## config.mk

```make
export PLATFORM = sky130hd
export DESIGN_NAME = usbh_top
export DESIGN_NICKNAME = d
export VERILOG_FILES = /design/src/logic/usbh_pkg.sv /design/src/logic/usbh_top.sv /design/src/logic/usbh_ep_buf.sv
export VERILOG_INCLUDE_DIRS = /design/src /design/src/logic
export SDC_FILE = /design/constraint.sdc
export NUM_CORES = 2
export LEC_CHECK = 0
export ABC_AREA = 0
export BUFFER_PORTS_ARGS = -buffer_cell sky130_fd_sc_hd__buf_2
export CAP_MARGIN = 15
export CORE_AREA = 4 4 432 434
export CTS_BUF_LIST = sky130_fd_sc_hd__clkbuf_4 sky130_fd_sc_hd__clkbuf_8
export CTS_CLUSTER_SIZE = 30
export DETAILED_ROUTE_END_ITERATION = 8
export DIE_AREA = 0 0 436 438
export PLACE_DENSITY = 0.78
export SYNTH_ARGS = -nofsm -noshare
export SYNTH_HDL_FRONTEND = slang
export SYNTH_HIERARCHICAL = 1
export SYNTH_SLANG_ARGS = --single-unit
```

## constraint.sdc

```tcl
create_clock -name clk_i -period 7.7 [get_ports clk_i]
set_clock_uncertainty 0.1 [all_clocks]
set_input_delay 1.54 -clock clk_i [delete_from_list [all_inputs] [get_ports clk_i]]
set_output_delay 1.54 -clock clk_i [all_outputs]
set_load 0.1 [all_outputs]
```

## src/logic/usbh_consts.svh

```systemverilog
// Register offsets, field positions, reset values and timing counts of the USB host front end.
`ifndef USBH_CONSTS_SVH
`define USBH_CONSTS_SVH

// Register byte offsets.
`define USBH_OFF_CFG_A 8'h00
`define USBH_OFF_CFG_B 8'h04
`define USBH_OFF_POWER 8'h08
`define USBH_OFF_STATE 8'h0C
`define USBH_OFF_FLAGS 8'h10
`define USBH_OFF_MASK 8'h14
`define USBH_OFF_LEVEL 8'h18
`define USBH_OFF_CAUSE_LO 8'h1C
`define USBH_OFF_CAUSE_MED 8'h20
`define USBH_OFF_CAUSE_HI 8'h24
`define USBH_OFF_EP1_CFG 8'h28
`define USBH_OFF_EP2_CFG 8'h2C
`define USBH_OFF_EP1_BLK 8'h30
`define USBH_OFF_EP2_BLK 8'h34
`define USBH_OFF_DMA_ON 8'h38
`define USBH_OFF_EP1_DATA 8'h3C
`define USBH_OFF_EP2_DATA 8'h40

// Field positions.
`define USBH_CFG_A_HOST 0
`define USBH_CFG_A_ENABLE 1
`define USBH_POWER_DP 0
`define USBH_POWER_DM 1
`define USBH_STATE_ATTACH 0
`define USBH_STATE_SPEED 1
`define USBH_EP_DIR 0
`define USBH_EP_DMA_MODE 1
`define USBH_EP_INIT 2
`define USBH_EVT_ATTACH 0
`define USBH_EVT_DETACH 1

// Reset values.
`define USBH_CFG_B_RESET 1'h1
`define USBH_EP1_DIR_RESET 1'h1
`define USBH_EP2_DIR_RESET 1'h0

// Sizes.
`define USBH_EVT_COUNT 11
`define USBH_EP1_DEPTH 256
`define USBH_EP2_DEPTH 64
`define USBH_BLK_WIDTH 16

// Timing: line must hold a state this long before attach or removal is taken.
`define USBH_CLK_NS 10
`define USBH_ATTACH_NS 2500
`define USBH_DETACH_NS 2500
`define USBH_ATTACH_CYC ((`USBH_ATTACH_NS + `USBH_CLK_NS - 1) / `USBH_CLK_NS)
`define USBH_DETACH_CYC ((`USBH_DETACH_NS + `USBH_CLK_NS - 1) / `USBH_CLK_NS)

`endif

```

## src/logic/usbh_pkg.sv

```systemverilog
// Types shared by the USB host front end.
package usbh_pkg;

  // Attach detector states, one-hot.
  typedef enum logic [2:0] {
    USBH_DETACHED = 3'b001,
    USBH_SETTLE = 3'b010,
    USBH_ATTACHED = 3'b100
  } usbh_attach_t;

  // Interrupt level codes in the level select register.
  typedef enum logic [1:0] {
    USBH_LVL_LO = 2'h0,
    USBH_LVL_MED = 2'h1,
    USBH_LVL_HI = 2'h2
  } usbh_level_t;

endpackage

```

## src/logic/usbh_top.sv

```systemverilog
// USB host front end: attach and speed detection, event routing, endpoint buffers, DMA.
//
// The register addresses and the Wishbone register port were chosen for this implementation.
`include "usbh_consts.svh"
module usbh_top
  import usbh_pkg::*;
#(
  parameter int EVT_N = `USBH_EVT_COUNT,
  parameter int BLKW = `USBH_BLK_WIDTH
) (
  // Clock and reset.
  input wire logic clk_i,
  input wire logic rst_i,
  // Wishbone slave.
  input wire logic wb_cyc_i,
  input wire logic wb_stb_i,
  input wire logic wb_we_i,
  input wire logic [7:0] wb_adr_i,
  input wire logic [3:0] wb_sel_i,
  input wire logic [31:0] wb_dat_i,
  output logic [31:0] wb_dat_o,
  output logic wb_ack_o,
  // Line state from the transceiver.
  input wire logic dp_i,
  input wire logic dm_i,
  // Packet engine events: bit 0 CRC, 1 toggle, 2 timeout, 3..8 other.
  input wire logic [EVT_N-3:0] engine_evt_i,
  // Packet engine byte streams.
  input wire logic lnk_rx_valid_i,
  input wire logic [7:0] lnk_rx_data_i,
  output logic lnk_rx_ready_o,
  input wire logic lnk_pkt_end_i,
  input wire logic lnk_tx_ready_i,
  output logic lnk_tx_valid_o,
  output logic [7:0] lnk_tx_data_o,
  // Line and engine control.
  output logic dplus_pulldown_on_o,
  output logic dminus_pulldown_on_o,
  output logic host_run_o,
  output logic attached_o,
  output logic full_speed_o,
  // DMA and interrupts.
  output logic [1:0] dma_request_signal_o,
  output logic low_priority_irq_line_o,
  output logic medium_priority_irq_line_o,
  output logic high_priority_irq_line_o
);

  localparam logic [7:0] CFG_OFF [2] = '{`USBH_OFF_EP1_CFG, `USBH_OFF_EP2_CFG};
  localparam logic [7:0] BLK_OFF [2] = '{`USBH_OFF_EP1_BLK, `USBH_OFF_EP2_BLK};
  localparam logic [7:0] DAT_OFF [2] = '{`USBH_OFF_EP1_DATA, `USBH_OFF_EP2_DATA};
  localparam int CW = 9;

  ////////////////////////////////////////////////////////////////////////////
  // Declarations.

  logic ack_q;
  logic [31:0] dat_q;
  logic req;
  logic wr_acc;
  logic rd_go;
  logic [31:0] wmask;
  logic [31:0] rd_val;
  logic [1:0] cfg_a_q;
  logic halt_q;
  logic [1:0] pwr_q;
  logic [EVT_N-1:0] flags_q;
  logic [EVT_N-1:0] mask_q;
  logic [2*EVT_N-1:0] lvl_q;
  logic [EVT_N-1:0] evt_set;
  logic [EVT_N-1:0] pending;
  logic [EVT_N-1:0] cause_lo;
  logic [EVT_N-1:0] cause_med;
  logic [EVT_N-1:0] cause_hi;
  logic [1:0] ep_dir_q;
  logic [1:0] ep_mode_q;
  logic [1:0] ep_init_q;
  logic [BLKW-1:0] blk_q [2];
  logic [1:0] dma_on_q;
  logic [1:0] dp_s_q;
  logic [1:0] dm_s_q;
  logic se0;
  usbh_attach_t st_q;
  logic [CW-1:0] cnt_q;
  logic att_q;
  logic fs_q;
  logic cand_fs_q;
  logic att_pulse_q;
  logic det_pulse_q;
  logic rx_ep;
  logic tx_ep;
  logic [7:0] head [2];
  logic [1:0] ep_full;
  logic [1:0] ep_empty;

  ////////////////////////////////////////////////////////////////////////////
  // Wishbone slave: ack one cycle after the strobe, writes land on the ack edge.

  assign req = wb_cyc_i && wb_stb_i;
  assign wr_acc = req && ack_q && wb_we_i;
  assign rd_go = req && !ack_q && !wb_we_i;
  assign wb_ack_o = ack_q;
  assign wb_dat_o = dat_q;

  // Byte enables widened to a bit mask.
  always_comb begin
    for (int b = 0; b < 4; b++) begin
      wmask[8*b +: 8] = {8{wb_sel_i[b]}};
    end
  end

  // Acknowledge strobe, dropped the cycle after.
  always_ff @(posedge clk_i) begin
    if (rst_i) begin
      ack_q <= 1'b0;
    end else begin
      ack_q <= req && !ack_q;
    end
  end

  // Read data captured in the request cycle; unmapped offsets read zero.
  always_ff @(posedge clk_i) begin
    if (rst_i) begin
      dat_q <= '0;
    end else if (rd_go) begin
      dat_q <= rd_val;
    end
  end

  // Read multiplexer.
  always_comb begin
    rd_val = '0;
    if (wb_adr_i == `USBH_OFF_CFG_A) begin
      rd_val[1:0] = cfg_a_q;
    end else if (wb_adr_i == `USBH_OFF_CFG_B) begin
      rd_val[0] = halt_q;
    end else if (wb_adr_i == `USBH_OFF_POWER) begin
      rd_val[1:0] = pwr_q;
    end else if (wb_adr_i == `USBH_OFF_STATE) begin
      rd_val[`USBH_STATE_ATTACH] = att_q;
      rd_val[`USBH_STATE_SPEED] = att_q && fs_q;
    end else if (wb_adr_i == `USBH_OFF_FLAGS) begin
      rd_val[EVT_N-1:0] = flags_q;
    end else if (wb_adr_i == `USBH_OFF_MASK) begin
      rd_val[EVT_N-1:0] = mask_q;
    end else if (wb_adr_i == `USBH_OFF_LEVEL) begin
      rd_val[2*EVT_N-1:0] = lvl_q;
    end else if (wb_adr_i == `USBH_OFF_CAUSE_LO) begin
      rd_val[EVT_N-1:0] = cause_lo;
    end else if (wb_adr_i == `USBH_OFF_CAUSE_MED) begin
      rd_val[EVT_N-1:0] = cause_med;
    end else if (wb_adr_i == `USBH_OFF_CAUSE_HI) begin
      rd_val[EVT_N-1:0] = cause_hi;
    end else if (wb_adr_i == `USBH_OFF_DMA_ON) begin
      rd_val[1:0] = dma_on_q;
    end else begin
      for (int k = 0; k < 2; k++) begin
        if (wb_adr_i == CFG_OFF[k]) begin
          rd_val[`USBH_EP_DIR] = ep_dir_q[k];
          rd_val[`USBH_EP_DMA_MODE] = ep_mode_q[k];
          rd_val[`USBH_EP_INIT] = ep_init_q[k];
        end else if (wb_adr_i == BLK_OFF[k]) begin
          rd_val[BLKW-1:0] = blk_q[k];
        end else if (wb_adr_i == DAT_OFF[k]) begin
          rd_val[7:0] = head[k];
        end
      end
    end
  end

  ////////////////////////////////////////////////////////////////////////////
  // Control registers.

  always_ff @(posedge clk_i) begin
    if (rst_i) begin
      cfg_a_q <= '0;
      halt_q <= `USBH_CFG_B_RESET;
      pwr_q <= '0;
    end else if (wr_acc && wb_sel_i[0]) begin
      if (wb_adr_i == `USBH_OFF_CFG_A) begin
        cfg_a_q <= wb_dat_i[1:0];
      end else if (wb_adr_i == `USBH_OFF_CFG_B) begin
        halt_q <= wb_dat_i[0];
      end else if (wb_adr_i == `USBH_OFF_POWER) begin
        pwr_q <= wb_dat_i[1:0];
      end
    end
  end

  assign host_run_o = cfg_a_q[`USBH_CFG_A_HOST] && cfg_a_q[`USBH_CFG_A_ENABLE] && !halt_q;
  assign dplus_pulldown_on_o = pwr_q[`USBH_POWER_DP];
  assign dminus_pulldown_on_o = pwr_q[`USBH_POWER_DM];

  // Mask and level select, byte-lane writes.
  always_ff @(posedge clk_i) begin
    if (rst_i) begin
      mask_q <= '0;
      lvl_q <= '0;
    end else if (wr_acc) begin
      if (wb_adr_i == `USBH_OFF_MASK) begin
        mask_q <= (mask_q & ~wmask[EVT_N-1:0]) | (wb_dat_i[EVT_N-1:0] & wmask[EVT_N-1:0]);
      end else if (wb_adr_i == `USBH_OFF_LEVEL) begin
        lvl_q <= (lvl_q & ~wmask[2*EVT_N-1:0]) | (wb_dat_i[2*EVT_N-1:0] & wmask[2*EVT_N-1:0]);
      end
    end
  end

  // direction, mode and init bits per endpoint.
  always_ff @(posedge clk_i) begin
    if (rst_i) begin
      ep_dir_q <= {`USBH_EP2_DIR_RESET, `USBH_EP1_DIR_RESET};
      ep_mode_q <= '0;
      ep_init_q <= '0;
      dma_on_q <= '0;
      for (int k = 0; k < 2; k++) begin
        blk_q[k] <= '0;
      end
    end else if (wr_acc) begin
      if (wb_adr_i == `USBH_OFF_DMA_ON && wb_sel_i[0]) begin
        dma_on_q <= wb_dat_i[1:0];
      end
      for (int k = 0; k < 2; k++) begin
        if (wb_adr_i == CFG_OFF[k] && wb_sel_i[0]) begin
          ep_dir_q[k] <= wb_dat_i[`USBH_EP_DIR];
          ep_mode_q[k] <= wb_dat_i[`USBH_EP_DMA_MODE];
          ep_init_q[k] <= wb_dat_i[`USBH_EP_INIT];
        end
        if (wb_adr_i == BLK_OFF[k]) begin
          blk_q[k] <= (blk_q[k] & ~wmask[BLKW-1:0]) | (wb_dat_i[BLKW-1:0] & wmask[BLKW-1:0]);
        end
      end
    end
  end

  ////////////////////////////////////////////////////////////////////////////
  // Attach detection.

  always_ff @(posedge clk_i) begin
    if (rst_i) begin
      dp_s_q <= '0;
      dm_s_q <= '0;
    end else begin
      dp_s_q <= {dp_s_q[0], dp_i};
      dm_s_q <= {dm_s_q[0], dm_i};
    end
  end

  assign se0 = !dp_s_q[1] && !dm_s_q[1];

  always_ff @(posedge clk_i) begin
    if (rst_i) begin
      st_q <= USBH_DETACHED;
      cnt_q <= '0;
      att_q <= 1'b0;
      fs_q <= 1'b0;
      cand_fs_q <= 1'b0;
      att_pulse_q <= 1'b0;
      det_pulse_q <= 1'b0;
    end else begin
      att_pulse_q <= 1'b0;
      det_pulse_q <= 1'b0;
      case (st_q)
        USBH_DETACHED: begin
          cnt_q <= '0;
          cand_fs_q <= dp_s_q[1];
          if (host_run_o && !se0) begin
            st_q <= USBH_SETTLE;
          end
        end
        USBH_SETTLE: begin
          if (!host_run_o || se0 || cand_fs_q != dp_s_q[1]) begin
            st_q <= USBH_DETACHED;
          end else if (cnt_q == CW'(`USBH_ATTACH_CYC - 1)) begin
            // idle D+ high means full speed.
            st_q <= USBH_ATTACHED;
            att_q <= 1'b1;
            fs_q <= cand_fs_q;
            att_pulse_q <= 1'b1;
            cnt_q <= '0;
          end else begin
            cnt_q <= cnt_q + 1'b1;
          end
        end
        USBH_ATTACHED: begin
          if (!se0) begin
            cnt_q <= '0;
          end else begin
            cnt_q <= cnt_q + 1'b1;
          end
          if (!host_run_o || (se0 && cnt_q == CW'(`USBH_DETACH_CYC - 1))) begin
            st_q <= USBH_DETACHED;
            att_q <= 1'b0;
            det_pulse_q <= 1'b1;
          end
        end
        default: begin
          st_q <= USBH_DETACHED;
          att_q <= 1'b0;
        end
      endcase
    end
  end

  assign attached_o = att_q;
  assign full_speed_o = att_q && fs_q;

  ////////////////////////////////////////////////////////////////////////////
  // Event flags and interrupt routing.

  assign evt_set = {engine_evt_i, det_pulse_q, att_pulse_q};

  // write one clears, a new event wins.
  always_ff @(posedge clk_i) begin
    if (rst_i) begin
      flags_q <= '0;
    end else if (wr_acc && wb_adr_i == `USBH_OFF_FLAGS) begin
      flags_q <= (flags_q & ~(wb_dat_i[EVT_N-1:0] & wmask[EVT_N-1:0])) | evt_set;
    end else begin
      flags_q <= flags_q | evt_set;
    end
  end

  assign pending = flags_q & mask_q;

  always_comb begin
    for (int i = 0; i < EVT_N; i++) begin
      cause_lo[i] = pending[i] && lvl_q[2*i +: 2] == USBH_LVL_LO;
      cause_med[i] = pending[i] && lvl_q[2*i +: 2] == USBH_LVL_MED;
      cause_hi[i] = pending[i] && lvl_q[2*i +: 2] >= USBH_LVL_HI;
    end
  end

  assign low_priority_irq_line_o = |cause_lo;
  assign medium_priority_irq_line_o = |cause_med;
  assign high_priority_irq_line_o = |cause_hi;

  ////////////////////////////////////////////////////////////////////////////
  // Endpoint buffers.

  // endpoint 1 direction picks both roles.
  assign tx_ep = ep_dir_q[0] ? 1'b0 : 1'b1;
  assign rx_ep = ~tx_ep;
  assign lnk_rx_ready_o = !ep_full[rx_ep];
  assign lnk_tx_valid_o = !ep_empty[tx_ep];
  assign lnk_tx_data_o = head[tx_ep];

  // two buffers, 256 and 64 bytes.
  // first buffer holds a full packet.
  for (genvar k = 0; k < 2; k++) begin : g_ep
    logic is_rx;
    logic bus_wr;
    logic bus_rd;
    assign is_rx = (rx_ep == 1'(k));
    assign bus_wr = wr_acc && wb_adr_i == DAT_OFF[k] && wb_sel_i[0];
    assign bus_rd = rd_go && wb_adr_i == DAT_OFF[k];
    usbh_ep_buf #(
      .DEPTH((k == 0) ? `USBH_EP1_DEPTH : `USBH_EP2_DEPTH),
      .BLKW(BLKW)
    ) u_buf (
      .clk_i(clk_i),
      .rst_i(rst_i),
      .flush_i(ep_init_q[k]),
      .dir_out_i(ep_dir_q[k]),
      .dma_on_i(dma_on_q[k]),
      .pkt_mode_i(ep_mode_q[k]),
      .blk_load_i(wr_acc && wb_adr_i == BLK_OFF[k]),
      .blk_total_i((blk_q[k] & ~wmask[BLKW-1:0]) | (wb_dat_i[BLKW-1:0] & wmask[BLKW-1:0])),
      .push_i(is_rx ? lnk_rx_valid_i : bus_wr),
      .push_data_i(is_rx ? lnk_rx_data_i : wb_dat_i[7:0]),
      .pop_i(is_rx ? bus_rd : (lnk_tx_ready_i && tx_ep == 1'(k))),
      .pkt_end_i(lnk_pkt_end_i && is_rx),
      .bus_xfer_i(bus_wr || bus_rd),
      .head_o(head[k]),
      .full_o(ep_full[k]),
      .empty_o(ep_empty[k]),
      .dma_req_o(dma_request_signal_o[k])
    );
  end

endmodule // usbh_top

```

## src/logic/usbh_ep_buf.sv

```systemverilog
// One endpoint byte buffer with its DMA request logic.
`include "usbh_consts.svh"
module usbh_ep_buf #(
  parameter int DEPTH = 64,
  parameter int BLKW = 16
) (
  // Clock and reset.
  input wire logic clk_i,
  input wire logic rst_i,
  // Configuration.
  input wire logic flush_i,
  input wire logic dir_out_i,
  input wire logic dma_on_i,
  input wire logic pkt_mode_i,
  input wire logic blk_load_i,
  input wire logic [BLKW-1:0] blk_total_i,
  // Byte traffic.
  input wire logic push_i,
  input wire logic [7:0] push_data_i,
  input wire logic pop_i,
  input wire logic pkt_end_i,
  input wire logic bus_xfer_i,
  output logic [7:0] head_o,
  output logic full_o,
  output logic empty_o,
  output logic dma_req_o
);

  localparam int AW = $clog2(DEPTH);

  logic [7:0] mem_q [DEPTH];
  logic [AW-1:0] wp_q;
  logic [AW-1:0] rp_q;
  logic [AW:0] cnt_q;
  logic [BLKW-1:0] rem_q;
  logic pkt_rdy_q;
  logic do_push;
  logic do_pop;

  // Accesses that would overrun or underrun are dropped.
  assign do_push = push_i && !full_o;
  assign do_pop = pop_i && !empty_o;
  assign full_o = (cnt_q == (AW+1)'(DEPTH));
  assign empty_o = (cnt_q == '0);
  assign head_o = mem_q[rp_q];

  // Storage array.
  always_ff @(posedge clk_i) begin
    if (do_push) begin
      mem_q[wp_q] <= push_data_i;
    end
  end

  // Pointers and fill level; init empties the buffer.
  always_ff @(posedge clk_i) begin
    if (rst_i || flush_i) begin
      wp_q <= '0;
      rp_q <= '0;
      cnt_q <= '0;
    end else begin
      if (do_push) begin
        wp_q <= (wp_q == AW'(DEPTH - 1)) ? '0 : wp_q + 1'b1;
      end
      if (do_pop) begin
        rp_q <= (rp_q == AW'(DEPTH - 1)) ? '0 : rp_q + 1'b1;
      end
      cnt_q <= cnt_q + (AW+1)'(do_push) - (AW+1)'(do_pop);
    end
  end

  always_ff @(posedge clk_i) begin
    if (rst_i) begin
      rem_q <= '0;
    end else if (blk_load_i) begin
      rem_q <= blk_total_i;
    end else if (dma_on_i && bus_xfer_i && rem_q != '0) begin
      rem_q <= rem_q - 1'b1;
    end
  end

  // A finished packet stays ready until the buffer drains; a new end wins.
  always_ff @(posedge clk_i) begin
    if (rst_i || flush_i) begin
      pkt_rdy_q <= 1'b0;
    end else if (pkt_end_i) begin
      pkt_rdy_q <= 1'b1;
    end else if (empty_o) begin
      pkt_rdy_q <= 1'b0;
    end
  end

  always_comb begin
    dma_req_o = 1'b0;
    if (dma_on_i && rem_q != '0) begin
      if (dir_out_i) begin
        dma_req_o = !full_o;
      end else if (pkt_mode_i) begin
        dma_req_o = pkt_rdy_q && !empty_o;
      end else begin
        dma_req_o = !empty_o;
      end
    end
  end

endmodule // usbh_ep_buf

```

==> flow_summary.json <==
{
  "status": "complete, no violations",
  "postRouteAntennaNets": 0,
  "groute.usage.overall": 0.272,
  "setup_repair_after_global_routing_missed_its_margin": "no",
  "floorplan.initialDensity": 0.607,
  "final-setup-viol-count": 0,
  "pwr_density_nw_per_um2": 258,
  "finalHoldViolCount": 0,
  "drv.max_cap_violation_count": 0,
  "end_of_the_worst_register_to_register_path": "wb_dat_o[5]",
  "crit_path_dat_ns": 5.82,
  "die-height_microns": 438,
  "grt_max_degree": 176,
  "fp.dieArea_sq_um": 191000,
  "yosysSeqAreaShare": 0.736,
  "grt.met2_usage": 0.417,
  "synthDominantCellAreaShare": 0.702,
  "timing_worst_slew_pin_value_ns": 1.22,
  "cts.htree.levels": 5,
  "r2r.worst_path.cells": 12,
  "post_synth_most_frequent_cells": "2592 x sky130_fd_sc_hd__edfxtp_1, 590 x sky130_fd_sc_hd__mux4_2, 565 x sky130_fd_sc_hd__nor2_1, 222 x sky130_fd_sc_hd__mux2i_1, 207 x sky130_fd_sc_hd__nand2_1",
  "whs_endpoint": "dp_s_q[1]",
  "ioPinCount": 124,
  "layout_worst_path_cycle_share": 0.969,
  "drc": 0,
  "clock_tree.buffer_depth": 4,
  "cp-end-kind": "output port",
  "dr_total_vias": 60300,
  "synth.area.mux_share": 0.143,
  "buffer_ports.inserted": 102,
  "cts_resized": 0,
  "overflow": 0,
  "cp_data_required_time_ns": 6.06,
  "clk_root_buffer_cell": "sky130_fd_sc_hd__clkbuf_8",
  "post_synth_adder_cell_area": 0.00386,
  "slack_of_the_worst_reg_to_reg_path_ns": 2.39,
  "final_layout_size_suffix_gt1_frac": 0.235,
  "synth_top_family_by_area": "multiplexers",
  "final.min_clock_period_ns": 7.46,
  "number_of_synthesized_flops_with_an_enable_pin": 2592,
  "crit_fanout": 35,
  "grt_busiest_layer": "met2",
  "yosys_warnings": 6,
  "synth_ff_type": "sky130_fd_sc_hd__edfxtp_1",
  "post_synth.cell_area_avg_sq_um": 18.2,
  "core-area_sq_um": 183000,
  "synth_compound_gate_area_share": 0.0408,
  "setup.worst_path.class": "reg2out",
  "worst_ir_drop_vdd_uv": 216,
  "cts_buffers": 430,
  "first_global_vias": 60000,
  "grt_util_met3": 0.0601,
  "design.final.nets": 6501,
  "area_growth_from_synthesis_to_layout_pct": 10.3,
  "globalRouteMet1Util": 0.387,
  "hpwl_mm": 159,
  "cts_tree": "done",
  "initialDrtViolationCount": 7713,
  "clk_latency_ns": 1.07,
  "quantity_of_hold_fixing_buffers_added_after_cts": 0,
  "worstSetupStartpointType": "register",
  "class_of_the_most_critical_hold_timing_path": "reg2reg",
  "hp-start": "dp_s_q[0]",
  "slew_headroom": 0.183,
  "cts_post_setup_buffers_inserted": 0,
  "fmax_ghz": 0.134,
  "vias_per_cell": 6.61,
  "drv_slew": 0,
  "drt_first_pass_iters": 6,
  "grt_antenna_before_repair": 9,
  "rows": 157,
  "post_synth_and_or_nand_nor_area_fraction": 0.0529,
  "synth_most_common_cell": "sky130_fd_sc_hd__edfxtp_1",
  "routedWlPerCell_microns": 28.5,
  "wire_length_of_the_first_global_routing_pass_mm": 388,
  "static-leakage-power_uw": 0.0379,
  "ys_ff_latch": 2785,
  "syn_inst": 6092,
  "worst_setup_hold_path_clk_slew_ns": 0.06,
  "synth_cell_area_sq_um": 111000,
  "final_design_area_no_fill_sq_um": 122000,
  "finalSetupTns_ns": 0,
  "post_dp_cell_area_sq_um": 114000,
  "synth_area_leader_cell": "sky130_fd_sc_hd__edfxtp_1",
  "yosysUniqueCellTypes": 96,
  "chipWidth_microns": 436,
  "min_delay_path_depth": 1,
  "synthArstFlopShare": 0,
  "synth_xor_area_frac": 0.00458,
  "gp_congestion": 0.959,
  "postRouteWirelength_mm": 260,
  "yosys-top-cells-area": "sky130_fd_sc_hd__edfxtp_1 70%, sky130_fd_sc_hd__mux4_2 12%, sky130_fd_sc_hd__dfxtp_1 3.5%",
  "cts_num_sinks": 2785
}
-- worst max-delay path, cell delays in order, from the launching register on --
cell                        delay [ns]
sky130_fd_sc_hd__dfxtp_4          1.01
sky130_fd_sc_hd__buf_4            0.50
sky130_fd_sc_hd__and4b_1          0.60
sky130_fd_sc_hd__a211oi_1         0.19
sky130_fd_sc_hd__o2111ai_1        0.17
sky130_fd_sc_hd__nand3_1          0.20
sky130_fd_sc_hd__a31oi_1          0.48
sky130_fd_sc_hd__nor4b_2          0.80
sky130_fd_sc_hd__mux2_2           0.36
sky130_fd_sc_hd__buf_2            0.44
-- metrics by stage --
| step | setup slack, ns | hold WS [ns] | std cells | utilization | power [uW] |
|---|---|---|---|---|---|
| 2_1_floorplan | 2.46 | 0.313 | 6101 | - | 19300 |
| 3_3_place_gp | 1.52 | 0.324 | 8345 | 0.625 | 20000 |
| 3_5_place_dp | 1.44 | 0.326 | 8345 | 0.625 | 20100 |
| 4_1_cts | 0.257 | 0.349 | 9105 | 0.669 | 31700 |
| 5_1_grt | 0.144 | 0.353 | 9116 | 0.670 | 32600 |
| 6_report | 0.237 | 0.348 | 9123 | 0.670 | 31500 |
-- where the power goes --
group	internal [uW]	switching [uW]
clock network	6290	5440
registers	16600	110
logic	1350	1740
total	24200	7290
-- state kept, by name, summed over array words and instances, names as in the netlist, 3 cells and up, named ones only --
signal	flops
g_ep.u_buf/rem_q	32
g_ep.u_buf/mem_q	2560
st_q	3
wb_dat_o	22
cnt_q	9
g_ep.u_buf/wp_q	14
blk_q	32
g_ep.u_buf/rp_q	14
g_ep.u_buf/cnt_q	16
flags_q	11
-- placed cells by master (no fill, tap or decap), drive strengths merged, types with 31 or more instances in the layout --
cell type  count
a21oi        158
a22oi        178
buf          226
clkbuf       602
clkinv       145
dfxtp        193
edfxtp      2592
ha            31
inv           86
mux2          34
mux2i        222
mux4         590
nand2        208
nand3        105
nor2         570
nor2b         77
nor3          73
nor4          39
o21ai         94
o22ai         69
xnor2         31
-- cell type report --
type                            instances  area, sq um
Sequential cell                      2785        81700
Inverter                               85          319
Tap cell                             2385         2980
Antenna cell                           13         32.5
Multi-Input combinational cell       2869        27500
Clock buffer                          602         7300
Timing Repair Buffer                  226         1710
Fill cell                           11500        60300
Clock inverter                        158          842
-- how the worst max path moves through the flow --
stage / from / end / slack [ns]
6_report: register / lnk_tx_data_o[4] / 0.24
5_1_grt: register / lnk_tx_data_o[4] / 0.14
4_1_cts: register / lnk_tx_data_o[4] / 0.26
3_5_place_dp: register / lnk_tx_data_o[7] / 1.44
3_3_place_gp: register / lnk_tx_data_o[7] / 1.52
2_1_floorplan: wb_dat_i[0] / g_ep[1].u_buf/mem_q[0][0] / 2.46
-- metal layers --
metal | up-vias | routed length [microns]
met4 | 2 | 11100
met2 | 3689 | 124000
met1 | 30700 | 97400
met5 | - | 16
met3 | 672 | 28200
li1 | 25200 | -
-- logic make-up after synthesis --
group / after synthesis
adder cells (fa/ha/maj): 33
other: 1
AO/OA/AOI/OAI: 677
multiplexers: 846
AND/OR/NAND/NOR: 1245
flip-flops: 2785
buffers and inverters: 447
XOR/XNOR: 58
No activity file was read; power rests on OpenSTA's default activity.
